**src/rtl/hip_pkg.sv**
```systemverilog
// package: register map, field positions and timing for homing/interpolation block
package hip_pkg;
   // ---------------------------------------------------------------
   // register byte offsets
   // ---------------------------------------------------------------
   localparam logic [7:0] OFF_MODE   = 8'h00;
   localparam logic [7:0] OFF_CTRL   = 8'h04;
   localparam logic [7:0] OFF_STAT   = 8'h08;
   localparam logic [7:0] OFF_METH   = 8'h0c;
   localparam logic [7:0] OFF_BLKCUR = 8'h10;
   localparam logic [7:0] OFF_BLKMS  = 8'h14;
   localparam logic [7:0] OFF_IPMS   = 8'h18;
   localparam logic [7:0] OFF_TGTEN  = 8'h1c;
   localparam logic [7:0] OFF_TGT    = 8'h20;
   localparam logic [7:0] OFF_LIMLO  = 8'h24;
   localparam logic [7:0] OFF_LIMHI  = 8'h28;
   localparam logic [7:0] OFF_DEMAND = 8'h2c;
   // ---------------------------------------------------------------
   // field positions and codes
   // ---------------------------------------------------------------
   localparam int CTL_START   = 4;
   localparam int CTL_HALT    = 8;
   localparam int ST_REACHED  = 10;
   localparam int ST_LIMIT    = 11;
   localparam int ST_ACTIVE   = 12;
   localparam int ST_HOM_ERR  = 13;
   localparam logic [7:0] MODE_HOMING = 8'h06;
   localparam logic [7:0] MODE_INTERP = 8'h07;
   localparam logic [7:0] METH_HERE   = 8'h23;
   // ---------------------------------------------------------------
   // reset values
   // ---------------------------------------------------------------
   localparam logic [7:0]  RST_MODE   = 8'h00;
   localparam logic [7:0]  RST_METH   = 8'h23;
   localparam logic [15:0] RST_BLKCUR = 16'hffff;
   localparam logic [15:0] RST_BLKMS  = 16'h0064;
   localparam logic [15:0] RST_IPMS   = 16'h0001;
   localparam logic [31:0] RST_LIMLO  = 32'h80000000;
   localparam logic [31:0] RST_LIMHI  = 32'h7fffffff;
   // ---------------------------------------------------------------
   // timing
   // ---------------------------------------------------------------
   localparam int CLK_PERIOD_NS = 10;
   localparam int MS_NS         = 1000000;
   localparam int MS_CYCLES     = MS_NS / CLK_PERIOD_NS;
   // decoded homing method
   typedef struct packed {
      logic use_index;
      logic on_block;
      logic at_here;
      logic lim_ref;     // references a limit switch, or the block
      logic home_left;   // left edge of the home switch
      logic home_right;  // right edge of the home switch
      logic lim_pos;     // positive-side limit switch observed
      logic lim_neg;     // negative-side limit switch observed
   } hip_meth_t;
endpackage

```
**src/rtl/hip_motion.sv**
```systemverilog
// homing method decode, homing sequencer and interpolated position logic with apb registers
// Notes on behaviour
// homing on block only allowed in closed loop; refused in open loop
// on block: block seen when motor current exceeds threshold register
// after block seen, keep pushing for blocking duration in ms, then reached
// methods 1 to 14, 33, 34 use encoder index pulse
// methods 17 to 30 use switch edges only, no index pulse
// methods 33 and 34 reference only the next index pulse
// method 35 takes present position, needs no operation enabled state
// negative methods are on block; -1,-2,-7..-14 with index, others without
// methods 1/2 negative/positive limit plus index; 17/18 without index
// methods 3,4 left home edge; 5,6 right edge; then index pulse
// methods 7..10 watch positive limit, 11..14 negative limit
// mode selector value 7 enters interpolated position mode
// interpolation follows sync message once network state is operational
// control bit 4 activates interpolation
// control bit 8 halts; edges select start ramp or halt deceleration
// status bit 10: target reached if not halted, speed zero if halted
// status bit 11 set when demand lies outside software limits
// status bit 12 is one exactly while interpolation is active
// linear path from present position to single target position
// interpolation interval taken from period register in ms
// target position writes refused unless target enable is one
// controller writes each new target in time for the interval
// homing: bit 4 starts, runs until reference reached or bit cleared
// unsupported method numbers rejected, previous method kept
`timescale 1ns/1ps
module hip_motion #(
   parameter int MS_CYC = hip_pkg::MS_CYCLES
) (
   input  wire logic                pclk,
   input  wire logic                presetn,
   input  wire logic                psel,
   input  wire logic                penable,
   input  wire logic                pwrite,
   input  wire logic [7:0]          paddr,
   input  wire logic [31:0]         pwdata,
   output logic      [31:0]         prdata,
   output logic                     pready,
   output logic                     pslverr,
   input  wire logic                closed_loop,
   input  wire logic                op_enabled,
   input  wire logic                nmt_operational,
   input  wire logic                sync_pulse,
   input  wire logic [15:0]         motor_current,
   input  wire logic                axis_speed_zero,
   input  wire logic                ref_found,
   output hip_pkg::hip_meth_t       meth_info,
   output logic                     homing_run,
   output logic                     halt_brake,
   output logic                     start_ramp,
   output logic [31:0]              demand_pos
);
   import hip_pkg::*;
   // ---------------------------------------------------------------
   // helpers
   // ---------------------------------------------------------------
   // supported method codes, positive and on-block negative
   function automatic logic meth_ok(input logic [7:0] m);
      logic [7:0] a;
      a = m[7] ? 8'(-m) : m;
      if (m[7])
         meth_ok = (a == 8'h01) || (a == 8'h02) || (a >= 8'h07 && a <= 8'h0e) ||
                   (a == 8'h11) || (a == 8'h12) || (a >= 8'h17 && a <= 8'h1e);
      else
         meth_ok = (a >= 8'h01 && a <= 8'h0e) || (a >= 8'h11 && a <= 8'h1e) ||
                   (a >= 8'h21 && a <= 8'h23);
   endfunction
   function automatic hip_meth_t meth_dec(input logic [7:0] m);
      logic [7:0] a;
      logic [7:0] b;
      a = m[7] ? 8'(-m) : m;
      // 17..30 share the travel profiles of 1..14, only the index use differs
      b = (a >= 8'h11 && a <= 8'h1e) ? a - 8'h10 : a;
      meth_dec.use_index  = (a >= 8'h01 && a <= 8'h0e) || (!m[7] && (a == 8'h21 || a == 8'h22));
      meth_dec.on_block   = m[7];
      meth_dec.at_here    = (m == METH_HERE);
      meth_dec.lim_ref    = (b == 8'h01) || (b == 8'h02);
      meth_dec.home_left  = (b == 8'h03) || (b == 8'h04);
      meth_dec.home_right = (b == 8'h05) || (b == 8'h06);
      meth_dec.lim_pos    = (b == 8'h02) || (b >= 8'h07 && b <= 8'h0a);
      meth_dec.lim_neg    = (b == 8'h01) || (b >= 8'h0b && b <= 8'h0e);
   endfunction
   // ---------------------------------------------------------------
   // apb slave
   // ---------------------------------------------------------------
   logic [7:0]  mode_ff, meth_ff;
   logic [31:0] ctrl_ff, tgt_ff, limlo_ff, limhi_ff, dem_ff;
   logic [15:0] blkcur_ff, blkms_ff, ipms_ff;
   logic        tgten_ff, pready_ff, pslverr_ff, reached_ff, limit_ff, active_ff, hom_err_ff;
   logic [31:0] prdata_ff;
   logic        wr, rd_hit;
   logic [31:0] rd_val;
   assign wr = psel && penable && pready_ff && pwrite;
   // one wait state: every access answers on its second access cycle
   always_ff @(posedge pclk or negedge presetn) begin
      if (!presetn)
         pready_ff <= 1'b0;
      else
         pready_ff <= psel && penable && !pready_ff;
   end
   // read mux and unmapped detection
   always_comb begin
      rd_hit = 1'b1;
      rd_val = 32'h0;
      case (paddr)
         OFF_MODE:   rd_val = {24'h0, mode_ff};
         OFF_CTRL:   rd_val = ctrl_ff;
         OFF_STAT:   rd_val = 32'(reached_ff) << ST_REACHED | 32'(limit_ff) << ST_LIMIT |
                              32'(active_ff) << ST_ACTIVE | 32'(hom_err_ff) << ST_HOM_ERR;
         OFF_METH:   rd_val = {24'h0, meth_ff};
         OFF_BLKCUR: rd_val = {16'h0, blkcur_ff};
         OFF_BLKMS:  rd_val = {16'h0, blkms_ff};
         OFF_IPMS:   rd_val = {16'h0, ipms_ff};
         OFF_TGTEN:  rd_val = {31'h0, tgten_ff};
         OFF_TGT:    rd_val = tgt_ff;
         OFF_LIMLO:  rd_val = limlo_ff;
         OFF_LIMHI:  rd_val = limhi_ff;
         OFF_DEMAND: rd_val = dem_ff;
         default:    rd_hit = 1'b0;
      endcase
   end
   always_ff @(posedge pclk or negedge presetn) begin
      if (!presetn) begin
         prdata_ff  <= 32'h0;
         pslverr_ff <= 1'b0;
      end else if (psel && penable && !pready_ff) begin
         prdata_ff  <= pwrite ? 32'h0 : rd_val;
         pslverr_ff <= !rd_hit;
      end
   end
   // writable registers; rejected writes leave old value
   always_ff @(posedge pclk or negedge presetn) begin
      if (!presetn) begin
         mode_ff   <= RST_MODE;
         ctrl_ff   <= 32'h0;
         meth_ff   <= RST_METH;
         blkcur_ff <= RST_BLKCUR;
         blkms_ff  <= RST_BLKMS;
         ipms_ff   <= RST_IPMS;
         tgten_ff  <= 1'b0;
         tgt_ff    <= 32'h0;
         limlo_ff  <= RST_LIMLO;
         limhi_ff  <= RST_LIMHI;
      end else if (wr) begin
         case (paddr)
            OFF_MODE:   mode_ff   <= pwdata[7:0];
            OFF_CTRL:   ctrl_ff   <= pwdata;
            OFF_METH:   if (meth_ok(pwdata[7:0])) meth_ff <= pwdata[7:0];
            OFF_BLKCUR: blkcur_ff <= pwdata[15:0];
            OFF_BLKMS:  blkms_ff  <= pwdata[15:0];
            OFF_IPMS:   if (pwdata[15:0] != 16'h0) ipms_ff <= pwdata[15:0];
            OFF_TGTEN:  tgten_ff  <= pwdata[0];
            OFF_TGT:    if (tgten_ff) tgt_ff <= pwdata;
            OFF_LIMLO:  limlo_ff  <= pwdata;
            OFF_LIMHI:  limhi_ff  <= pwdata;
            default:    ;
         endcase
      end
   end
   // ---------------------------------------------------------------
   // millisecond tick
   // ---------------------------------------------------------------
   logic [31:0] ms_cnt_ff;
   logic        ms_tick;
   assign ms_tick = (ms_cnt_ff == 32'(MS_CYC - 1));
   always_ff @(posedge pclk or negedge presetn) begin
      if (!presetn)
         ms_cnt_ff <= 32'h0;
      else
         ms_cnt_ff <= ms_tick ? 32'h0 : ms_cnt_ff + 32'h1;
   end
   // ---------------------------------------------------------------
   // homing sequencer
   // ---------------------------------------------------------------
   typedef enum logic [2:0] {H_IDLE, H_SEARCH, H_PUSH, H_DONE, H_ERR} hip_hst_t;
   hip_hst_t    hst_ff;
   hip_meth_t   dec;
   logic [15:0] push_ms_ff;
   logic        hom_go;
   assign dec    = meth_dec(meth_ff);
   assign hom_go = (mode_ff == MODE_HOMING) && ctrl_ff[CTL_START];
   // decoded method to the motion core; switch/edge choice per code passes in the meth_info fields
   always_ff @(posedge pclk or negedge presetn) begin
      if (!presetn)
         meth_info <= '0;
      else
         meth_info <= dec;
   end
   // referencing runs while start bit held; dropping it aborts
   always_ff @(posedge pclk or negedge presetn) begin
      if (!presetn) begin
         hst_ff     <= H_IDLE;
         push_ms_ff <= 16'h0;
      end else begin
         case (hst_ff)
            H_IDLE:
               if (hom_go) begin
                  if (dec.at_here)
                     hst_ff <= H_DONE;
                  else if (dec.on_block && !closed_loop)
                     hst_ff <= H_ERR;
                  else if (op_enabled)
                     hst_ff <= H_SEARCH;
               end
            H_SEARCH:
               if (!hom_go)
                  hst_ff <= H_IDLE;
               else if (dec.on_block && motor_current > blkcur_ff) begin
                  hst_ff     <= H_PUSH;
                  push_ms_ff <= 16'h0;
               end else if (!dec.on_block && ref_found)
                  hst_ff <= H_DONE;
            H_PUSH:
               if (!hom_go)
                  hst_ff <= H_IDLE;
               else if (ms_tick && push_ms_ff >= blkms_ff)
                  hst_ff <= H_DONE;  // partial first ms not counted, push never short
               else if (ms_tick)
                  push_ms_ff <= push_ms_ff + 16'h1;
            H_DONE, H_ERR:
               if (!hom_go)
                  hst_ff <= H_IDLE;
            default:
               hst_ff <= H_IDLE;
         endcase
      end
   end
   always_ff @(posedge pclk or negedge presetn) begin
      if (!presetn) begin
         homing_run <= 1'b0;
         hom_err_ff <= 1'b0;
      end else begin
         homing_run <= (hst_ff == H_SEARCH) || (hst_ff == H_PUSH);
         hom_err_ff <= (hst_ff == H_ERR);
      end
   end
   // ---------------------------------------------------------------
   // interpolated position
   // ---------------------------------------------------------------
   logic        ip_on, halt_q_ff;
   logic [15:0] left_ms_ff;
   logic [31:0] seg_tgt_ff;
   logic signed [31:0] step;
   // active only in mode 7, bit 4 set and network operational
   assign ip_on = (mode_ff == MODE_INTERP) && ctrl_ff[CTL_START] && nmt_operational;
   // remaining distance shared over remaining ms; last ms lands exactly
   assign step = (left_ms_ff == 16'h0) ? 32'sh0 :
                 $signed(seg_tgt_ff - dem_ff) / $signed({16'h0, left_ms_ff});
   // each sync opens a new segment of the configured length
   always_ff @(posedge pclk or negedge presetn) begin
      if (!presetn) begin
         seg_tgt_ff <= 32'h0;
         left_ms_ff <= 16'h0;
         dem_ff     <= 32'h0;
      end else if (!ip_on) begin
         left_ms_ff <= 16'h0;
         seg_tgt_ff <= dem_ff;
      end else if (sync_pulse) begin
         seg_tgt_ff <= tgt_ff;
         left_ms_ff <= ipms_ff;
      end else if (ms_tick && left_ms_ff != 16'h0 && !ctrl_ff[CTL_HALT]) begin
         dem_ff     <= dem_ff + 32'(step);
         left_ms_ff <= left_ms_ff - 16'h1;
      end
   end
   // halt falling edge drives the start ramp pulse; halt_brake follows the halt bit level
   always_ff @(posedge pclk or negedge presetn) begin
      if (!presetn) begin
         halt_q_ff  <= 1'b0;
         halt_brake <= 1'b0;
         start_ramp <= 1'b0;
      end else begin
         halt_q_ff  <= ctrl_ff[CTL_HALT];
         halt_brake <= ctrl_ff[CTL_HALT];
         start_ramp <= halt_q_ff && !ctrl_ff[CTL_HALT];
      end
   end
   // status flags
   always_ff @(posedge pclk or negedge presetn) begin
      if (!presetn) begin
         reached_ff <= 1'b0;
         limit_ff   <= 1'b0;
         active_ff  <= 1'b0;
      end else begin
         reached_ff <= ctrl_ff[CTL_HALT] ? axis_speed_zero : (dem_ff == tgt_ff);
         limit_ff   <= ($signed(dem_ff) < $signed(limlo_ff)) ||
                       ($signed(dem_ff) > $signed(limhi_ff));
         active_ff  <= ip_on;
      end
   end
   assign prdata     = prdata_ff;
   assign pready     = pready_ff;
   assign pslverr    = pslverr_ff;
   assign demand_pos = dem_ff;
   // ---------------------------------------------------------------
   // assertions
   // ---------------------------------------------------------------
   meth_reject_a: assert property (@(posedge pclk) disable iff (!presetn)
      wr && paddr == OFF_METH && !meth_ok(pwdata[7:0]) |=> $stable(meth_ff))
      else $error("bad method code accepted");
   tgt_lock_a: assert property (@(posedge pclk) disable iff (!presetn)
      wr && paddr == OFF_TGT && !tgten_ff |=> $stable(tgt_ff))
      else $error("target changed while locked");
   block_open_a: assert property (@(posedge pclk) disable iff (!presetn)
      hst_ff == H_IDLE && hom_go && dec.on_block && !closed_loop && !dec.at_here |=> hst_ff == H_ERR)
      else $error("block homing started in open loop");
   block_det_a: assert property (@(posedge pclk) disable iff (!presetn)
      hst_ff == H_SEARCH && hom_go && dec.on_block && motor_current > blkcur_ff |=> hst_ff == H_PUSH)
      else $error("block not detected");
   push_time_a: assert property (@(posedge pclk) disable iff (!presetn)
      hst_ff == H_PUSH && $past(hst_ff) == H_SEARCH |-> push_ms_ff == 16'h0)
      else $error("push timer not cleared");
   here_done_a: assert property (@(posedge pclk) disable iff (!presetn)
      hst_ff == H_IDLE && hom_go && dec.at_here |=> hst_ff == H_DONE ##1 !homing_run)
      else $error("method 35 not immediate");
   abort_hom_a: assert property (@(posedge pclk) disable iff (!presetn)
      (hst_ff == H_SEARCH || hst_ff == H_PUSH) && !hom_go |=> hst_ff == H_IDLE ##1 !homing_run)
      else $error("homing not aborted");
   ip_active_a: assert property (@(posedge pclk) disable iff (!presetn)
      ip_on |=> active_ff)
      else $error("active flag missing");
   halt_hold_a: assert property (@(posedge pclk) disable iff (!presetn)
      ctrl_ff[CTL_HALT] && !sync_pulse && ip_on |=> $stable(dem_ff))
      else $error("demand moved while halted");
   start_edge_a: assert property (@(posedge pclk) disable iff (!presetn)
      $fell(ctrl_ff[CTL_HALT]) |=> start_ramp ##1 !start_ramp)
      else $error("start ramp pulse wrong");
   limit_flag_a: assert property (@(posedge pclk) disable iff (!presetn)
      $signed(dem_ff) > $signed(limhi_ff) |=> limit_ff)
      else $error("limit flag missing");
   reach_halt_a: assert property (@(posedge pclk) disable iff (!presetn)
      ctrl_ff[CTL_HALT] && axis_speed_zero |=> reached_ff)
      else $error("reached flag missing while halted");

   lim_one_a: assert property (@(posedge pclk) disable iff (!presetn)
      meth_ff == 8'h01 |=> meth_info.lim_ref && meth_info.lim_neg && meth_info.use_index)
      else $error("method 1 decode wrong");

   home_edge_a: assert property (@(posedge pclk) disable iff (!presetn)
      meth_ff == 8'h15 |=> meth_info.home_right && !meth_info.use_index)
      else $error("method 21 decode wrong");

   lim_side_a: assert property (@(posedge pclk) disable iff (!presetn)
      meth_ff == 8'hf6 |=> meth_info.lim_pos && !meth_info.lim_neg && meth_info.on_block)
      else $error("method -10 decode wrong");

   index_only_a: assert property (@(posedge pclk) disable iff (!presetn)
      meth_ff == 8'h22 |=> meth_info.use_index && !meth_info.lim_ref && !meth_info.lim_pos && !meth_info.lim_neg)
      else $error("method 34 decode wrong");

   mode_gate_a: assert property (@(posedge pclk) disable iff (!presetn)
      mode_ff != MODE_INTERP |=> !active_ff)
      else $error("active outside interpolation mode");

   net_gate_a: assert property (@(posedge pclk) disable iff (!presetn)
      !nmt_operational |=> !active_ff)
      else $error("active without network operational");

   start_gate_a: assert property (@(posedge pclk) disable iff (!presetn)
      !ctrl_ff[CTL_START] |=> !active_ff)
      else $error("active without start bit");

   seg_land_a: assert property (@(posedge pclk) disable iff (!presetn)
      ip_on && !sync_pulse && ms_tick && left_ms_ff == 16'h1 && !ctrl_ff[CTL_HALT] |=> dem_ff == seg_tgt_ff)
      else $error("segment end missed target");

   seg_len_a: assert property (@(posedge pclk) disable iff (!presetn)
      ip_on && sync_pulse |=> left_ms_ff == $past(ipms_ff))
      else $error("segment length not from period");

   reach_run_a: assert property (@(posedge pclk) disable iff (!presetn)
      !ctrl_ff[CTL_HALT] && dem_ff == tgt_ff |=> reached_ff)
      else $error("reached flag missing at target");
endmodule

```
**config.mk**
```make
export PLATFORM = sky130hd
export DESIGN_NAME = hip_motion
export DESIGN_NICKNAME = d
export VERILOG_FILES = /design/src/rtl/hip_pkg.sv /design/src/rtl/hip_motion.sv
export SDC_FILE = /design/constraint.sdc
export NUM_CORES = 2
export LEC_CHECK = 0
export ABC_AREA = 0
export BUFFER_PORTS_ARGS = -buffer_cell sky130_fd_sc_hd__buf_2
export CAP_MARGIN = 25
export CORE_MARGIN = 5
export CORE_UTILIZATION = 56
export DETAILED_ROUTE_END_ITERATION = 16
export GPL_ROUTABILITY_DRIVEN = 0
export PLACE_DENSITY_LB_ADDON = 0.05
export SLEW_MARGIN = 10
export SYNTH_ARGS = -nofsm -noshare
export SYNTH_HDL_FRONTEND = slang
export SYNTH_SLANG_ARGS = --single-unit
```
**constraint.sdc**
```tcl
create_clock -name pclk -period 180.3 [get_ports pclk]
set_input_delay 18.03 -clock pclk [delete_from_list [all_inputs] [get_ports pclk]]
set_output_delay 18.03 -clock pclk [all_outputs]
set_load 0.02 [all_outputs]
```
==> impl_metrics.json <==
{
  "hp-class": "reg -> reg",
  "final_cells": 6955,
  "cts-root-buf": "clkbuf_16",
  "final_layout_size_suffix_gt1_share_pct": 12.29,
  "slowest_stage": "o311ai_1",
  "setup-tns-final_ps": 0,
  "drc": 0,
  "wirelength_mm": 150.6,
  "min_period_ps": 115120,
  "clkSinkCount": 373,
  "drv_slew": 0,
  "worst_ep_arrival_time_ps": 115520,
  "die_area_sq_um": 88940,
  "drt-initial-drc-count": 3989,
  "grt_util_all_layers_pct": 32.27,
  "cp_num_buf_inv": 20,
  "slew_headroom_pct": 27.98,
  "start_util_pct": 56.57,
  "fmax_mhz": 8.687,
  "nNetsFinal": 6488,
  "netlist_instances": 5799,
  "dr.pass1.iters": 7,
  "synth_edf_count": 0,
  "finalCritPeriodShare_pct": 63.85,
  "synth_fp_nets": 6430,
  "tightest_slew_ps": 1073,
  "hpwl_mm": 114.7,
  "cp_top_family": "compound AO/OA/AOI/OAI gates",
  "synth_flop_cell": "dfrtp_1",
  "ys_types": 133,
  "cts_resized": 0,
  "synthArstFlopShare_pct": 100.0,
  "clock_tree.buffer_depth": 3,
  "path_class": "reg -> reg",
  "rows": 105,
  "grt_pass1_wl_mm": 236.7,
  "path_max_fanout": 32,
  "grt_pass1_vias": 42830,
  "syn2layout_area_growth_pct": 6.751,
  "yosysSeqAreaShare_pct": 20.21,
  "setup_viol": 0,
  "io_pins": 144,
  "core_sq_um": 82240,
  "ys_warn_count": 0,
  "path_clk_slew_ps": 70,
  "hold_viol": 0,
  "overflow": 0,
  "cts.hold.buffers_added": 0,
  "antenna_found_initial": 1,
  "critPathCaptureType": "flip-flop",
  "routed_via_density": 6.519,
  "finClkSkew_ps": 42.69,
  "maxCapViolations": 0,
  "yosys_register_bits": 373,
  "crit_path_start_kind": "flip-flop",
  "syn-cell-area_sq_um": 46520,
  "numPortBuffers": 143,
  "crit_top_cell": "o21a_1",
  "rsz0062_at_grt": "no",
  "final_antenna_net_count": 0,
  "cts_setup_buffers": 0,
  "routedWlPerCell_um": 21.65,
  "clock_latency_ps": 560,
  "grt_max_degree": 116,
  "vias": 45340,
  "cts_made_buffers": 38,
  "die_w_um": 298.2,
  "placedCellCount": 6883,
  "syn-mean-instance-area_sq_um": 8.022,
  "required_ps": 180700,
  "status": "finished, final reports clean",
  "dieHeight_um": 298.2,
  "htreeDepth": 2,
  "antenna_cells": 0,
  "crit_path_max_incr_delay_ps": 810,
  "cts_tree": "done"
}
## layout make-up
class,instances,area [sq um]
tap,1070,1339
fill,7544,32580
clock buffer,52,1064
timing repair buffer,221,1326
clock inverter,16,290.3
sequential,373,9403
multi-input combinational,4971,35300
inverter,252,945.9
## stage by stage
stage	setup slack, ps	hold slack [ps]	instance area (sq um)	utilization, %
2_1_floorplan	77950	437.6	46520	-
5_1_grt	56270	484.4	49660	60.39
3_3_place_gp	69780	450.3	48260	58.69
3_5_place_dp	67230	454.4	48260	58.69
4_1_cts	66620	472.3	49620	60.33
6_report	65180	470.6	49660	60.39
## registers in the layout (all words and copies together) (netlist names), 3 cells and up
| signal | count |
|---|---|
| blkcur_ff | 16 |
| blkms_ff | 16 |
| ctrl_ff | 32 |
| demand_pos | 32 |
| hst_ff | 3 |
| ipms_ff | 16 |
| left_ms_ff | 16 |
| limhi_ff | 32 |
| limlo_ff | 32 |
| meth_ff | 8 |
| meth_info | 8 |
| mode_ff | 8 |
| ms_cnt_ff | 32 |
| prdata | 32 |
| push_ms_ff | 16 |
| seg_tgt_ff | 32 |
| tgt_ff | 32 |
## worst paths after layout
kind	from	end	slack, ps	depth (start not counted)
setup / recovery	demand_pos[0]$_DFFE_PN0P_	demand_pos[31]$_DFFE_PN0P_	65180	515
hold / removal	prdata[0]$_DFFE_PN0P_	prdata[0]$_DFFE_PN0P_	470	2
setup reg to reg	demand_pos[0]$_DFFE_PN0P_	demand_pos[31]$_DFFE_PN0P_	65180	515
hold reg to reg	prdata[0]$_DFFE_PN0P_	prdata[0]$_DFFE_PN0P_	470	2
max in group asynchronous	presetn	homing_run$_DFF_PN0_	160540	3
min in group asynchronous	presetn	prdata[24]$_DFFE_PN0P_	17540	1
## Yosys cell counts, types with 60 or more instances
cell type  number  area [sq um]
nor3_1        285          1426
inv_1         250         938.4
and2_1         60         375.4
a21o_1        100         750.7
nand2b_1       67         419.2
mux2_2        235          2646
a21oi_1       355          1777
dfrtp_1       318          7958
o21ai_0       329          1647
nand4_1        66         412.9
o21a_1        225          1689
nand2_1       546          2049
ha_1          562          7032
mux2i_1        68         680.7
nand3_1       126         630.6
or3_1          64         400.4
nor2_1        487          1828
a31oi_1        65         406.6
a22oi_1        63         473.0
xnor2_1       228          1997
clkbuf_1      159         596.8
o31ai_1       126         945.9
xor2_1        110         963.4
## placed cells by master (no fill, tap or decap), types with 68 or more instances in the layout
cell,synthesis,layout
xor2_1,110,110
mux2i_1,68,68
o21a_1,225,225
inv_1,250,250
a21o_1,100,100
nand3_1,126,123
o21ai_0,329,329
mux2_2,235,235
xnor2_1,228,228
ha_1,562,562
buf_4,11,75
o31ai_1,126,126
nor3_1,285,284
nand2_1,546,546
a21oi_1,355,355
nor2_1,487,479
buf_2,8,143
dfrtp_1,318,318
## worst min-delay path: stages, from the launching register on
cell and delay [ps]:
dfrtp_1 340, nand2_1 50, nand2_1 50
## cells by family after synthesis
logic type                 count (synthesis)  share of synthesized area, %
muxes                                    306                         7.235
adders and majority gates                564                         15.20
AOI/OAI and AO/OA                       1758                         25.88
buffers and inverters                    455                         4.021
DFF                                      373                         20.21
and+or+nand+nor                         2002                         20.98
xor gates and xnor gates                 341                         6.468
## routing by layer
| metal | wire length [um] | global-route usage, % | up-vias | share of wire, % |
|---|---|---|---|---|
| met3 | 11160 | 4.463 | 341 | 7.4 |
| met1 | 64710 | 43.04 | 21630 | 43 |
| met4 | 6209 | 11.60 | 2 | 4.1 |
| met5 | 14 | 0 | - | 0.0093 |
| li1 | - | - | 21730 | - |
| met2 | 68490 | 53.68 | 1634 | 45 |
Power is left out: the tool's default activity adds up to more than one toggle a clock period on the data nets, which glitch-free logic cannot reach.
